--- src/shared/dpram_host_defines.svh ---
`ifndef DPRAM_HOST_DEFINES_SVH
`define DPRAM_HOST_DEFINES_SVH

// Widths of the memory port and the software bus.
`define MEM_ADDR_W 17
`define MEM_DATA_W 9
`define APB_ADDR_W 12
`define APB_DATA_W 32

// Register byte offsets.
`define REG_CTRL   12'h000
`define REG_ADDR   12'h004
`define REG_WDATA  12'h008
`define REG_RDATA  12'h00C
`define REG_STATUS 12'h010

// Control register fields.
`define CTRL_START     0
`define CTRL_OP_LSB    1
`define CTRL_OP_MSB    3
`define CTRL_SECONDARY 4
`define CTRL_ABORT     5

// Status register fields.
`define STAT_RUNNING    0
`define STAT_DONE       1
`define STAT_OWNED      2
`define STAT_CONTENTION 3
`define STAT_MAILBOX    4

// Token write value that requests a latch.
`define TOKEN_REQUEST 9'h000

// Timing in nanoseconds and the derived clock counts.
`define CLK_PERIOD_NS           20
`define CYC_UP(ns)              (((ns) + `CLK_PERIOD_NS - 1) / `CLK_PERIOD_NS)
`define CROSS_PORT_SETTLE_NS    35
`define CROSS_PORT_SETTLE_CYC   `CYC_UP(`CROSS_PORT_SETTLE_NS)
`define MATCH_FLAG_DELAY_NS     20
`define MATCH_FLAG_DELAY_CYC    `CYC_UP(`MATCH_FLAG_DELAY_NS)
`define TOKEN_UPDATE_GAP_NS     12
`define TOKEN_UPDATE_GAP_CYC    `CYC_UP(`TOKEN_UPDATE_GAP_NS)
`define WRITE_PULSE_NS          22
`define WRITE_PULSE_CYC         `CYC_UP(`WRITE_PULSE_NS)
`define TOKEN_ACCESS_NS         25
`define TOKEN_ACCESS_CYC        `CYC_UP(`TOKEN_ACCESS_NS)

`endif

--- src/shared/dpram_host_pkg.sv ---
`include "dpram_host_defines.svh"

package dpram_host_pkg;

    // Sequencer states, one-hot.
    typedef enum logic [3:0] {
        ST_IDLE   = 4'h1,
        ST_SETTLE = 4'h2,
        ST_STROBE = 4'h4,
        ST_GAP    = 4'h8
    } seq_state_t;

    // Operations that software may order.
    typedef enum logic [2:0] {
        OP_MEM_READ      = 3'h0,
        OP_MEM_WRITE     = 3'h1,
        OP_TOKEN_READ    = 3'h2,
        OP_TOKEN_WRITE   = 3'h3,
        OP_TOKEN_ACQUIRE = 3'h4
    } op_t;

    // Everything the controller drives towards one memory port.
    typedef struct packed {
        logic [`MEM_ADDR_W-1:0] addr;
        logic                   mem_select_n;
        logic                   token_latch_select_n;
        logic                   read_not_write;
        logic                   output_drive_n;
        logic [`MEM_DATA_W-1:0] dq_out;
        logic                   dq_oe;
    } pin_drive_t;

    // Orders from the register file to the sequencer.
    typedef struct packed {
        logic                   start;
        op_t                    op;
        logic                   secondary;
        logic                   abort;
        logic [`MEM_ADDR_W-1:0] addr;
        logic [`MEM_DATA_W-1:0] wdata;
    } cmd_t;

    // State reported back to software.
    typedef struct packed {
        logic                   running;
        logic                   done;
        logic                   owned;
        logic                   contention;
        logic                   mailbox;
        logic [`MEM_DATA_W-1:0] rdata;
    } report_t;

endpackage

--- src/rtl/cmd_regs.sv ---
`timescale 1ns/1ns
`include "dpram_host_defines.svh"

module cmd_regs (
    input  wire logic                     pclk,
    input  wire logic                     presetn,
    input  wire logic                     psel,
    input  wire logic                     penable,
    input  wire logic                     pwrite,
    input  wire logic [`APB_ADDR_W-1:0]   paddr,
    input  wire logic [`APB_DATA_W-1:0]   pwdata,
    output logic      [`APB_DATA_W-1:0]   prdata,
    output logic                          pready,
    output logic                          pslverr,
    input  wire dpram_host_pkg::report_t  report,
    output dpram_host_pkg::cmd_t          cmd
);
    logic                   pready_reg;
    logic [`APB_DATA_W-1:0] prdata_reg;
    logic                   pslverr_reg;
    logic                   access;
    dpram_host_pkg::cmd_t   cmd_reg;

    // Known offsets answer normally; anything else raises pslverr.
    function automatic logic reg_known(input logic [`APB_ADDR_W-1:0] a);
        return (a == `REG_CTRL) || (a == `REG_ADDR) || (a == `REG_WDATA) ||
               (a == `REG_RDATA) || (a == `REG_STATUS);
    endfunction

    // Read mux, used when the setup cycle is seen.
    function automatic logic [`APB_DATA_W-1:0] read_mux(input logic [`APB_ADDR_W-1:0] a,
                                                        input dpram_host_pkg::report_t r,
                                                        input dpram_host_pkg::cmd_t c);
        logic [`APB_DATA_W-1:0] v;
        v = '0;
        case (a)
            `REG_CTRL:
            begin
                v[`CTRL_OP_MSB:`CTRL_OP_LSB] = c.op;
                v[`CTRL_SECONDARY]           = c.secondary;
            end
            `REG_ADDR:   v[`MEM_ADDR_W-1:0] = c.addr;
            `REG_WDATA:  v[`MEM_DATA_W-1:0] = c.wdata;
            `REG_RDATA:  v[`MEM_DATA_W-1:0] = r.rdata;
            `REG_STATUS:
            begin
                v[`STAT_RUNNING]    = r.running;
                v[`STAT_DONE]       = r.done;
                v[`STAT_OWNED]      = r.owned;
                v[`STAT_CONTENTION] = r.contention;
                v[`STAT_MAILBOX]    = r.mailbox;
            end
            default: v = '0;
        endcase
        return v;
    endfunction

    assign access  = psel && penable && pready_reg;
    assign prdata  = prdata_reg;
    assign pready  = pready_reg;
    assign pslverr = pslverr_reg;
    assign cmd     = cmd_reg;

    // Every transfer gets exactly one wait state, so the answer is always a flop.
    always_ff @(posedge pclk or negedge presetn)
    begin
        if (!presetn)
            pready_reg <= 1'b0;
        else
            pready_reg <= psel && penable && !pready_reg;
    end

    // Read data and error are captured at setup and held through the access phase.
    always_ff @(posedge pclk or negedge presetn)
    begin
        if (!presetn)
        begin
            prdata_reg  <= '0;
            pslverr_reg <= 1'b0;
        end
        else if (psel && !penable)
        begin
            prdata_reg  <= pwrite ? '0 : read_mux(paddr, report, cmd_reg);
            pslverr_reg <= !reg_known(paddr);
        end
    end

    // Writes land only at the completing edge; start and abort are one-cycle pulses.
    always_ff @(posedge pclk or negedge presetn)
    begin
        if (!presetn)
            cmd_reg <= '0;
        else
        begin
            cmd_reg.start <= access && pwrite && (paddr == `REG_CTRL) && pwdata[`CTRL_START];
            cmd_reg.abort <= access && pwrite && (paddr == `REG_CTRL) && pwdata[`CTRL_ABORT];
            if (access && pwrite && (paddr == `REG_CTRL))
            begin
                cmd_reg.op        <= dpram_host_pkg::op_t'(pwdata[`CTRL_OP_MSB:`CTRL_OP_LSB]);
                cmd_reg.secondary <= pwdata[`CTRL_SECONDARY];
            end
            if (access && pwrite && (paddr == `REG_ADDR))
                cmd_reg.addr <= pwdata[`MEM_ADDR_W-1:0];
            if (access && pwrite && (paddr == `REG_WDATA))
                cmd_reg.wdata <= pwdata[`MEM_DATA_W-1:0];
        end
    end

endmodule // cmd_regs

--- src/rtl/dpram_port_ctrl.sv ---
`timescale 1ns/1ns
`include "dpram_host_defines.svh"

// Function
// Memory read drives port select and output enable low, direction high.
// Device gives each port independent access to every memory location.
// Token cycle asserts token select only; both selects low is forbidden.
// Device drives token value when token select, read and output enable.
// Device floats data and powers down a port with both selects high.
// Reading a location the far port writes waits the cross-port settle time.
// Top word is right port mailbox, next word is left port mailbox.
// Writing the far mailbox pulls the far mailbox interrupt low.
// Reading the own mailbox returns the own interrupt high.
// Reading the far mailbox changes no interrupt.
// Active contention blocks setting and clearing mailbox interrupts for that port.
// Matching addresses within the arbitration window grant exactly one port.
// Contention flag goes active on match or select, clears when contention ends.
// Role pin high drives contention pins, low takes them as inputs.
// Writes to a secondary device wait until its contention input settles.
// Secondary device with active contention input suppresses that port's write.
// Device holds eight shared token latches apart from the memory.
// Token cycles use only the three lowest address lines.
// Token write uses data bit zero; zero requests, one releases.
// The port that wrote zero to a free latch reads zero; other reads one.
// Release with a pending request hands the token to the requester.
// Token read drives all data lines from a held output register.
// Simultaneous requests within the race window give the token to one port.
// After a token write, deselect for the update gap before reading back.
// Requester reads back after writing zero and polls while it reads one.
module dpram_port_ctrl (
    input  wire logic                     pclk,
    input  wire logic                     presetn,
    input  wire logic                     psel,
    input  wire logic                     penable,
    input  wire logic                     pwrite,
    input  wire logic [`APB_ADDR_W-1:0]   paddr,
    input  wire logic [`APB_DATA_W-1:0]   pwdata,
    output logic      [`APB_DATA_W-1:0]   prdata,
    output logic                          pready,
    output logic                          pslverr,
    output dpram_host_pkg::pin_drive_t    pins,
    input  wire logic [`MEM_DATA_W-1:0]   dq_in,
    input  wire logic                     contention_n,
    input  wire logic                     mailbox_int_n
);
    dpram_host_pkg::cmd_t        cmd;
    dpram_host_pkg::report_t     report;
    dpram_host_pkg::seq_state_t  state_reg;
    dpram_host_pkg::seq_state_t  state_next;
    dpram_host_pkg::op_t         op_reg;
    dpram_host_pkg::op_t         op_next;
    dpram_host_pkg::pin_drive_t  pins_reg;
    dpram_host_pkg::pin_drive_t  pins_next;
    logic [2:0]                  cnt_reg;
    logic [2:0]                  cnt_next;
    logic                        acq_read_reg;
    logic                        acq_read_next;
    logic                        abort_pend_reg;
    logic                        done_reg;
    logic                        owned_reg;
    logic [`MEM_DATA_W-1:0]      rdata_reg;
    logic [`MEM_ADDR_W-1:0]      addr_reg;
    logic [`MEM_DATA_W-1:0]      wdata_reg;
    logic                        capture;
    logic                        finish;

    // Token operations select the latches instead of the memory array.
    function automatic logic op_is_token(input dpram_host_pkg::op_t op);
        return (op == dpram_host_pkg::OP_TOKEN_READ) || (op == dpram_host_pkg::OP_TOKEN_WRITE) ||
               (op == dpram_host_pkg::OP_TOKEN_ACQUIRE);
    endfunction

    // An acquire writes first and reads back afterwards.
    function automatic logic op_writes(input dpram_host_pkg::op_t op, input logic acq_read);
        return (op == dpram_host_pkg::OP_MEM_WRITE) || (op == dpram_host_pkg::OP_TOKEN_WRITE) ||
               ((op == dpram_host_pkg::OP_TOKEN_ACQUIRE) && !acq_read);
    endfunction

    // Strobe length minus one, as loaded into the down counter.
    function automatic logic [2:0] strobe_len(input dpram_host_pkg::op_t op, input logic acq_read);
        if (op_is_token(op))
            return 3'(`TOKEN_ACCESS_CYC - 1);
        else if (op_writes(op, acq_read))
            return 3'(`WRITE_PULSE_CYC - 1);
        else
            return 3'(`CROSS_PORT_SETTLE_CYC - 1);
    endfunction

    cmd_regs u_regs (
        .pclk    (pclk),
        .presetn (presetn),
        .psel    (psel),
        .penable (penable),
        .pwrite  (pwrite),
        .paddr   (paddr),
        .pwdata  (pwdata),
        .prdata  (prdata),
        .pready  (pready),
        .pslverr (pslverr),
        .report  (report),
        .cmd     (cmd)
    );

    assign report.running    = (state_reg != dpram_host_pkg::ST_IDLE);
    assign report.done       = done_reg;
    assign report.owned      = owned_reg;
    assign report.contention = !contention_n;
    assign report.mailbox    = !mailbox_int_n;
    assign report.rdata      = rdata_reg;
    assign pins              = pins_reg;

    // Sequencer; a start order outside idle is ignored.
    always_comb
    begin
        state_next    = state_reg;
        op_next       = op_reg;
        acq_read_next = acq_read_reg;
        cnt_next      = (cnt_reg == 3'h0) ? 3'h0 : cnt_reg - 3'h1;
        capture       = 1'b0;
        finish        = 1'b0;
        case (state_reg)
            dpram_host_pkg::ST_IDLE:
            begin
                if (cmd.start)
                begin
                    op_next       = cmd.op;
                    acq_read_next = 1'b0;
                    if ((cmd.op == dpram_host_pkg::OP_MEM_WRITE) && cmd.secondary)
                    begin
                        state_next = dpram_host_pkg::ST_SETTLE;
                        cnt_next   = 3'(`MATCH_FLAG_DELAY_CYC - 1);
                    end
                    else
                    begin
                        state_next = dpram_host_pkg::ST_STROBE;
                        cnt_next   = strobe_len(cmd.op, 1'b0);
                    end
                end
            end
            dpram_host_pkg::ST_SETTLE:
            begin
                // Select without write strobe until the contention input has settled high.
                if (abort_pend_reg)
                begin
                    state_next = dpram_host_pkg::ST_GAP;
                    cnt_next   = 3'(`TOKEN_UPDATE_GAP_CYC - 1);
                end
                else if ((cnt_reg == 3'h0) && contention_n)
                begin
                    state_next = dpram_host_pkg::ST_STROBE;
                    cnt_next   = strobe_len(op_reg, acq_read_reg);
                end
            end
            dpram_host_pkg::ST_STROBE:
            begin
                // A contended memory read restarts its settle wait rather than take bad data.
                if (!op_is_token(op_reg) && !op_writes(op_reg, acq_read_reg) && !contention_n)
                    cnt_next = strobe_len(op_reg, acq_read_reg);
                else if (cnt_reg == 3'h0)
                begin
                    capture    = !op_writes(op_reg, acq_read_reg);
                    state_next = dpram_host_pkg::ST_GAP;
                    cnt_next   = 3'(`TOKEN_UPDATE_GAP_CYC - 1);
                end
            end
            dpram_host_pkg::ST_GAP:
            begin
                if (cnt_reg == 3'h0)
                begin
                    // Acquire reads back after its write and keeps polling while it reads one.
                    if ((op_reg == dpram_host_pkg::OP_TOKEN_ACQUIRE) && !abort_pend_reg &&
                        (!acq_read_reg || rdata_reg[0]))
                    begin
                        acq_read_next = 1'b1;
                        state_next    = dpram_host_pkg::ST_STROBE;
                        cnt_next      = strobe_len(op_reg, 1'b1);
                    end
                    else
                    begin
                        state_next = dpram_host_pkg::ST_IDLE;
                        finish     = 1'b1;
                    end
                end
            end
            default: state_next = dpram_host_pkg::ST_IDLE;
        endcase
    end

    // Pin levels for the coming cycle; every pin is a flop so nothing glitches.
    always_comb
    begin
        pins_next                      = '0;
        pins_next.addr                 = (cmd.start && (state_reg == dpram_host_pkg::ST_IDLE))
                                       ? cmd.addr : addr_reg;
        pins_next.mem_select_n         = 1'b1;
        pins_next.token_latch_select_n = 1'b1;
        pins_next.read_not_write       = 1'b1;
        pins_next.output_drive_n       = 1'b1;
        pins_next.dq_out               = (op_next == dpram_host_pkg::OP_TOKEN_ACQUIRE)
                                       ? `TOKEN_REQUEST : wdata_reg;
        if (state_next == dpram_host_pkg::ST_SETTLE)
            pins_next.mem_select_n = 1'b0;
        if (state_next == dpram_host_pkg::ST_STROBE)
        begin
            if (op_is_token(op_next))
                pins_next.token_latch_select_n = 1'b0;
            else
                pins_next.mem_select_n = 1'b0;
            if (op_writes(op_next, acq_read_next))
            begin
                pins_next.read_not_write = 1'b0;
                pins_next.dq_oe          = 1'b1;
            end
            else
                pins_next.output_drive_n = 1'b0;
        end
    end

    // Write data must be known before the first strobe, so it tracks the register while idle.
    always_ff @(posedge pclk or negedge presetn)
    begin
        if (!presetn)
            wdata_reg <= '0;
        else if (state_reg == dpram_host_pkg::ST_IDLE)
            wdata_reg <= cmd.wdata;
    end

    // State, counter and operation registers.
    always_ff @(posedge pclk or negedge presetn)
    begin
        if (!presetn)
        begin
            state_reg    <= dpram_host_pkg::ST_IDLE;
            op_reg       <= dpram_host_pkg::OP_MEM_READ;
            cnt_reg      <= 3'h0;
            acq_read_reg <= 1'b0;
            addr_reg     <= '0;
            pins_reg     <= '1;
        end
        else
        begin
            state_reg       <= state_next;
            op_reg          <= op_next;
            cnt_reg         <= cnt_next;
            acq_read_reg    <= acq_read_next;
            addr_reg        <= pins_next.addr;
            pins_reg        <= pins_next;
        end
    end

    // Captured read data; the device holds a token value steady during our sample.
    always_ff @(posedge pclk or negedge presetn)
    begin
        if (!presetn)
            rdata_reg <= '0;
        else if (capture)
            rdata_reg <= dq_in;
    end

    // Status flags: done and ownership follow the sequencer, abort is sticky until start.
    always_ff @(posedge pclk or negedge presetn)
    begin
        if (!presetn)
        begin
            done_reg       <= 1'b0;
            owned_reg      <= 1'b0;
            abort_pend_reg <= 1'b0;
        end
        else
        begin
            if (finish)
                done_reg <= 1'b1;
            else if (cmd.start && (state_reg == dpram_host_pkg::ST_IDLE))
                done_reg <= 1'b0;
            if (capture && (op_reg == dpram_host_pkg::OP_TOKEN_ACQUIRE))
                owned_reg <= !dq_in[0];
            else if (cmd.start && (state_reg == dpram_host_pkg::ST_IDLE) && op_is_token(cmd.op))
                owned_reg <= 1'b0;
            if (cmd.abort)
                abort_pend_reg <= 1'b1;
            else if (cmd.start && (state_reg == dpram_host_pkg::ST_IDLE))
                abort_pend_reg <= 1'b0;
        end
    end
endmodule // dpram_port_ctrl

--- config.mk ---
export PLATFORM = sky130hd
export DESIGN_NAME = dpram_port_ctrl
export DESIGN_NICKNAME = d
export VERILOG_FILES = /design/src/shared/dpram_host_pkg.sv /design/src/rtl/cmd_regs.sv /design/src/rtl/dpram_port_ctrl.sv
export VERILOG_INCLUDE_DIRS = /design/src /design/src/shared
export SDC_FILE = /design/constraint.sdc
export NUM_CORES = 1
export LEC_CHECK = 0
export BUFFER_PORTS_ARGS = -buffer_cell sky130_fd_sc_hd__buf_4
export CAP_MARGIN = 20
export CORE_UTILIZATION = 54
export CTS_BUF_LIST = sky130_fd_sc_hd__clkbuf_16
export DETAILED_ROUTE_END_ITERATION = 7
export HOLD_SLACK_MARGIN = 0.12
export PLACE_DENSITY = 0.8
export SETUP_SLACK_MARGIN = 0.5
export SLEW_MARGIN = 10
export SYNTH_ARGS = -nofsm -noshare
export SYNTH_HDL_FRONTEND = slang
export SYNTH_SLANG_ARGS = --single-unit
--- constraint.sdc ---
create_clock -name pclk -period 2.4 [get_ports pclk]
set_input_delay 0.12 -clock pclk [delete_from_list [all_inputs] [get_ports pclk]]
set_output_delay 0.12 -clock pclk [all_outputs]
set_load 0.01 [all_outputs]
==> results.md <==
- Top Metal Used: met4
- Fillers: 605
- CP required: 2.69 ns
- Post-route ant nets: 0
- Distinct cells, synth: 58
- Vias: 4220
- Synth Cell Area: 5490 um2
- WL met1: 5694 um
- Vias in the first global route: 4351
- Sequential element share of the synthesized area: 60.44%
- Hpwl dp: 8326 um
- Starting DRT DRC Count: 236
- Largest register FFs: 32
- Layout cells sized above 1: 44.63%
- WS Path Type: reg -> reg
- First-pass GRT wire length: 22820 um
- Synth-to-layout area growth: 35.80%
- Cell count after synthesis: 424
- 1st-pass router iterations: 4
- Clk Latency, worst-skew pair: 0.41 ns
- Commonest cells after routing, fill and taps aside: 112 x buf_4, 97 x dfrtp_1, 61 x mux2_2
- Final worst-path cycle share: 85.75%
- Initial antenna violation count: 0
- CP startpoint kind: register
- Synth top area share: 45.12%
- Area fraction in compound gates after synthesis: 9.572%
- # rows: 36
- Slew HR: 42.26%
- Cell Chain, Critical Path: or4b_4 > a2111oi_4 > buf_6 > o311ai_4 > mux2_4
- Fin crit period: 2.058 ns
- Die area: 10570 um2
- Adder-cell share of the synthesized area: 0%
- Initial Util: 55.91%
- Total Power: 4.737 mW
- Post-synth EDFFs: 0
- Post-synthesis simple-gate area fraction: 11.80%
- Yosys warns: 0
- CTS tree: built
- Final non-filler cell total: 729
- Slowest CP cell: or4b_4
- Slew Limit Fails: 0
- Total CTS buffers: 17
- P_leak: 3.638 nW
- Main combinational cell family by area after synthesis: multiplexers
- Global route overflow: 0
- Skew final: 0.01122 ns
- Max Cap Viol: 0
- Area contributors post-synth: dfrtp_1 45%, dfstp_2 15%, mux2_2 13%, nand2_1 3.3%, buf_4 2.3%
- Ys flop type: dfrtp_1
- Max Freq: 0.4859 GHz
- Nets: 643
- Pwr Density: 635.3 nW/um2
- Finish-stage setup viols: 0
- Post-place setup slack: 0.2579 ns
- # placed instances: 646
- Worst setup margin: 0.3420 ns
- Commonest non-fill, non-tap cell in the layout: buf_4
- CTS Root Cell: clkbuf_16
- Routed vias/inst: 5.789
- Die Span Y: 102.8 um
- # H-tree levels: 4
- Core Footprint: 9819 um2
- CP Max Fanout: 5
- Crit-path max cell delay: 0.58 ns
- Mean post-synth cell area: 12.95 um2
- RePlAce Congestion: 0.8311
- Final wirelength: 14960 um
- Longest Clk Path Bufs: 2
- DRC viols: 0
- Slew @ Worst Pin: 0.8544 ns
- Multiplexer share of the synthesized area: 14.33%
- # diodes: 0
- Yosys top cell by area: dfrtp_1
- Max IR drop VDD: 471.3 uV
- Gr usage total: 30.02%
- Flops & latches, synth: 131
- Asr flop ratio synth: 100.0%
- Largest net degree at the start of global routing: 59
- Unrepaired setup endpoints after global routing: true
- Hold Path Class: in -> reg
- # IOs: 125
- Routed wl met3: 1052 um
- Status: complete, no violations
- Critical Path AT: 2.35 ns
- # port buffers: 94
- Clk sinks: 131
- Per-cell routed wire length: 20.53 um
- Die Wd: 102.8 um
- Setup TNS: 0 ns
- Final Hold Viols: 0
- Final Util: 75.93%
- CP Capture Type: register
- Routed wl met2: 7824 um
- Clk slew on worst S/H paths: 0.06 ns
- Synth Area in XOR/XNOR: 0%
[cell type report]
cell class              count  area, um2  area share, %
clock inverters            15      88.84          1.191
multi-input cells         272       2148          28.81
clock buffers              17      425.4          5.706
flip-flops and latches    131       3321          44.54
well taps                 133      166.4          2.232
inverters                   8      30.03         0.4028
repair buffers            153       1276          17.12
[worst max-delay path, delay by kind of cell (launching register included)]
| kind | cells | cell delay [ns] |
|---|---|---|
| flops | 1 | 0.40 |
| compound gates | 2 | 0.40 |
| buf+inv | 1 | 0.19 |
| simple gates | 1 | 0.58 |
| mux | 1 | 0.36 |
[path summary, 6_finish.rpt]
kind / startpoint / endpoint / slack (ns) / cells past startpoint
hold reg to reg: wdata_reg[1] / wdata_reg[1] / 0.47 / 2
hold / removal: paddr[7] / u_regs.prdata[0] / 0.14 / 4
min in group asynchronous: presetn / state_reg[2] / 0.33 / 2
setup / recovery: state_reg[1] / rdata_reg[0] / 0.34 / 5
setup reg to reg: state_reg[1] / rdata_reg[0] / 0.34 / 5
max in group asynchronous: presetn / pins[21] / 1.32 / 3
[cells by family (layout without fill, tap and decap cells)]
| group | after synthesis | in the layout |
|---|---|---|
| flops | 131 | 131 |
| simple gates | 119 | 120 |
| other cells | 1 | 15 |
| compound gates | 68 | 69 |
| buf+inv | 37 | 193 |
| mux | 68 | 68 |
[routing by layer]
layer	GRT usage [%]	up-vias
li1	-	1811
met1	36.41	2131
met2	50.36	238
met3	8.271	40
met4	13.54	0
met5	0	-
[metrics by stage]
step                area [um2]  hold slack [ns]
finish                    7456           0.1412
global route              7456           0.1457
CTS                       7356           0.1412
detailed placement        6346           0.2343
global placement          6346           0.2276
floorplan                 5554          -0.1756
[repair_timing]
item | CTS | global route
buffers inserted | 10 | 4
hold buffers | 35 | 0
gates cloned | 2 | 0
hold endpoints to repair | 83 | 0
pin swaps | 5 | 2
endpoints found under the setup margin | 29 | 31
gates resized for setup | 9 | 19
[synthesized netlist by cell type, types with 2 or more instances]
cell        n
o21ai_0    17
a22oi_1     7
inv_1       8
a221o_1     3
nor4_2      2
nand2_1    48
nor2b_1     5
nor3b_1     3
a22o_1      9
mux4_2      2
dfrtp_1    99
nor3_1      3
a2bb2oi_1   2
a21o_1      2
and2_1      9
nor2_1     16
buf_1       2
nand3_1     2
o221ai_1    2
a21boi_0    2
mux2_2     65
nand4_1     3
or2_2       4
dfstp_2    32
o22ai_1     4
a21oi_1     4
buf_2       4
o2bb2ai_1   2
nand2b_1    7
or3_1       3
a211oi_1    2
o211ai_1    3
buf_4      17
and3b_1     2
clkbuf_1    6
[where the power goes]
| part | leakage, nW | switching (mW) | internal [mW] |
|---|---|---|---|
| Combinational | 1.66 | 0.132 | 0.118 |
| Sequential | 1.70 | 0.00675 | 2.22 |
| Clock | 0.271 | 0.885 | 1.37 |
| Total | 3.64 | 1.02 | 3.71 |
Power figures use the tool's default switching activity.
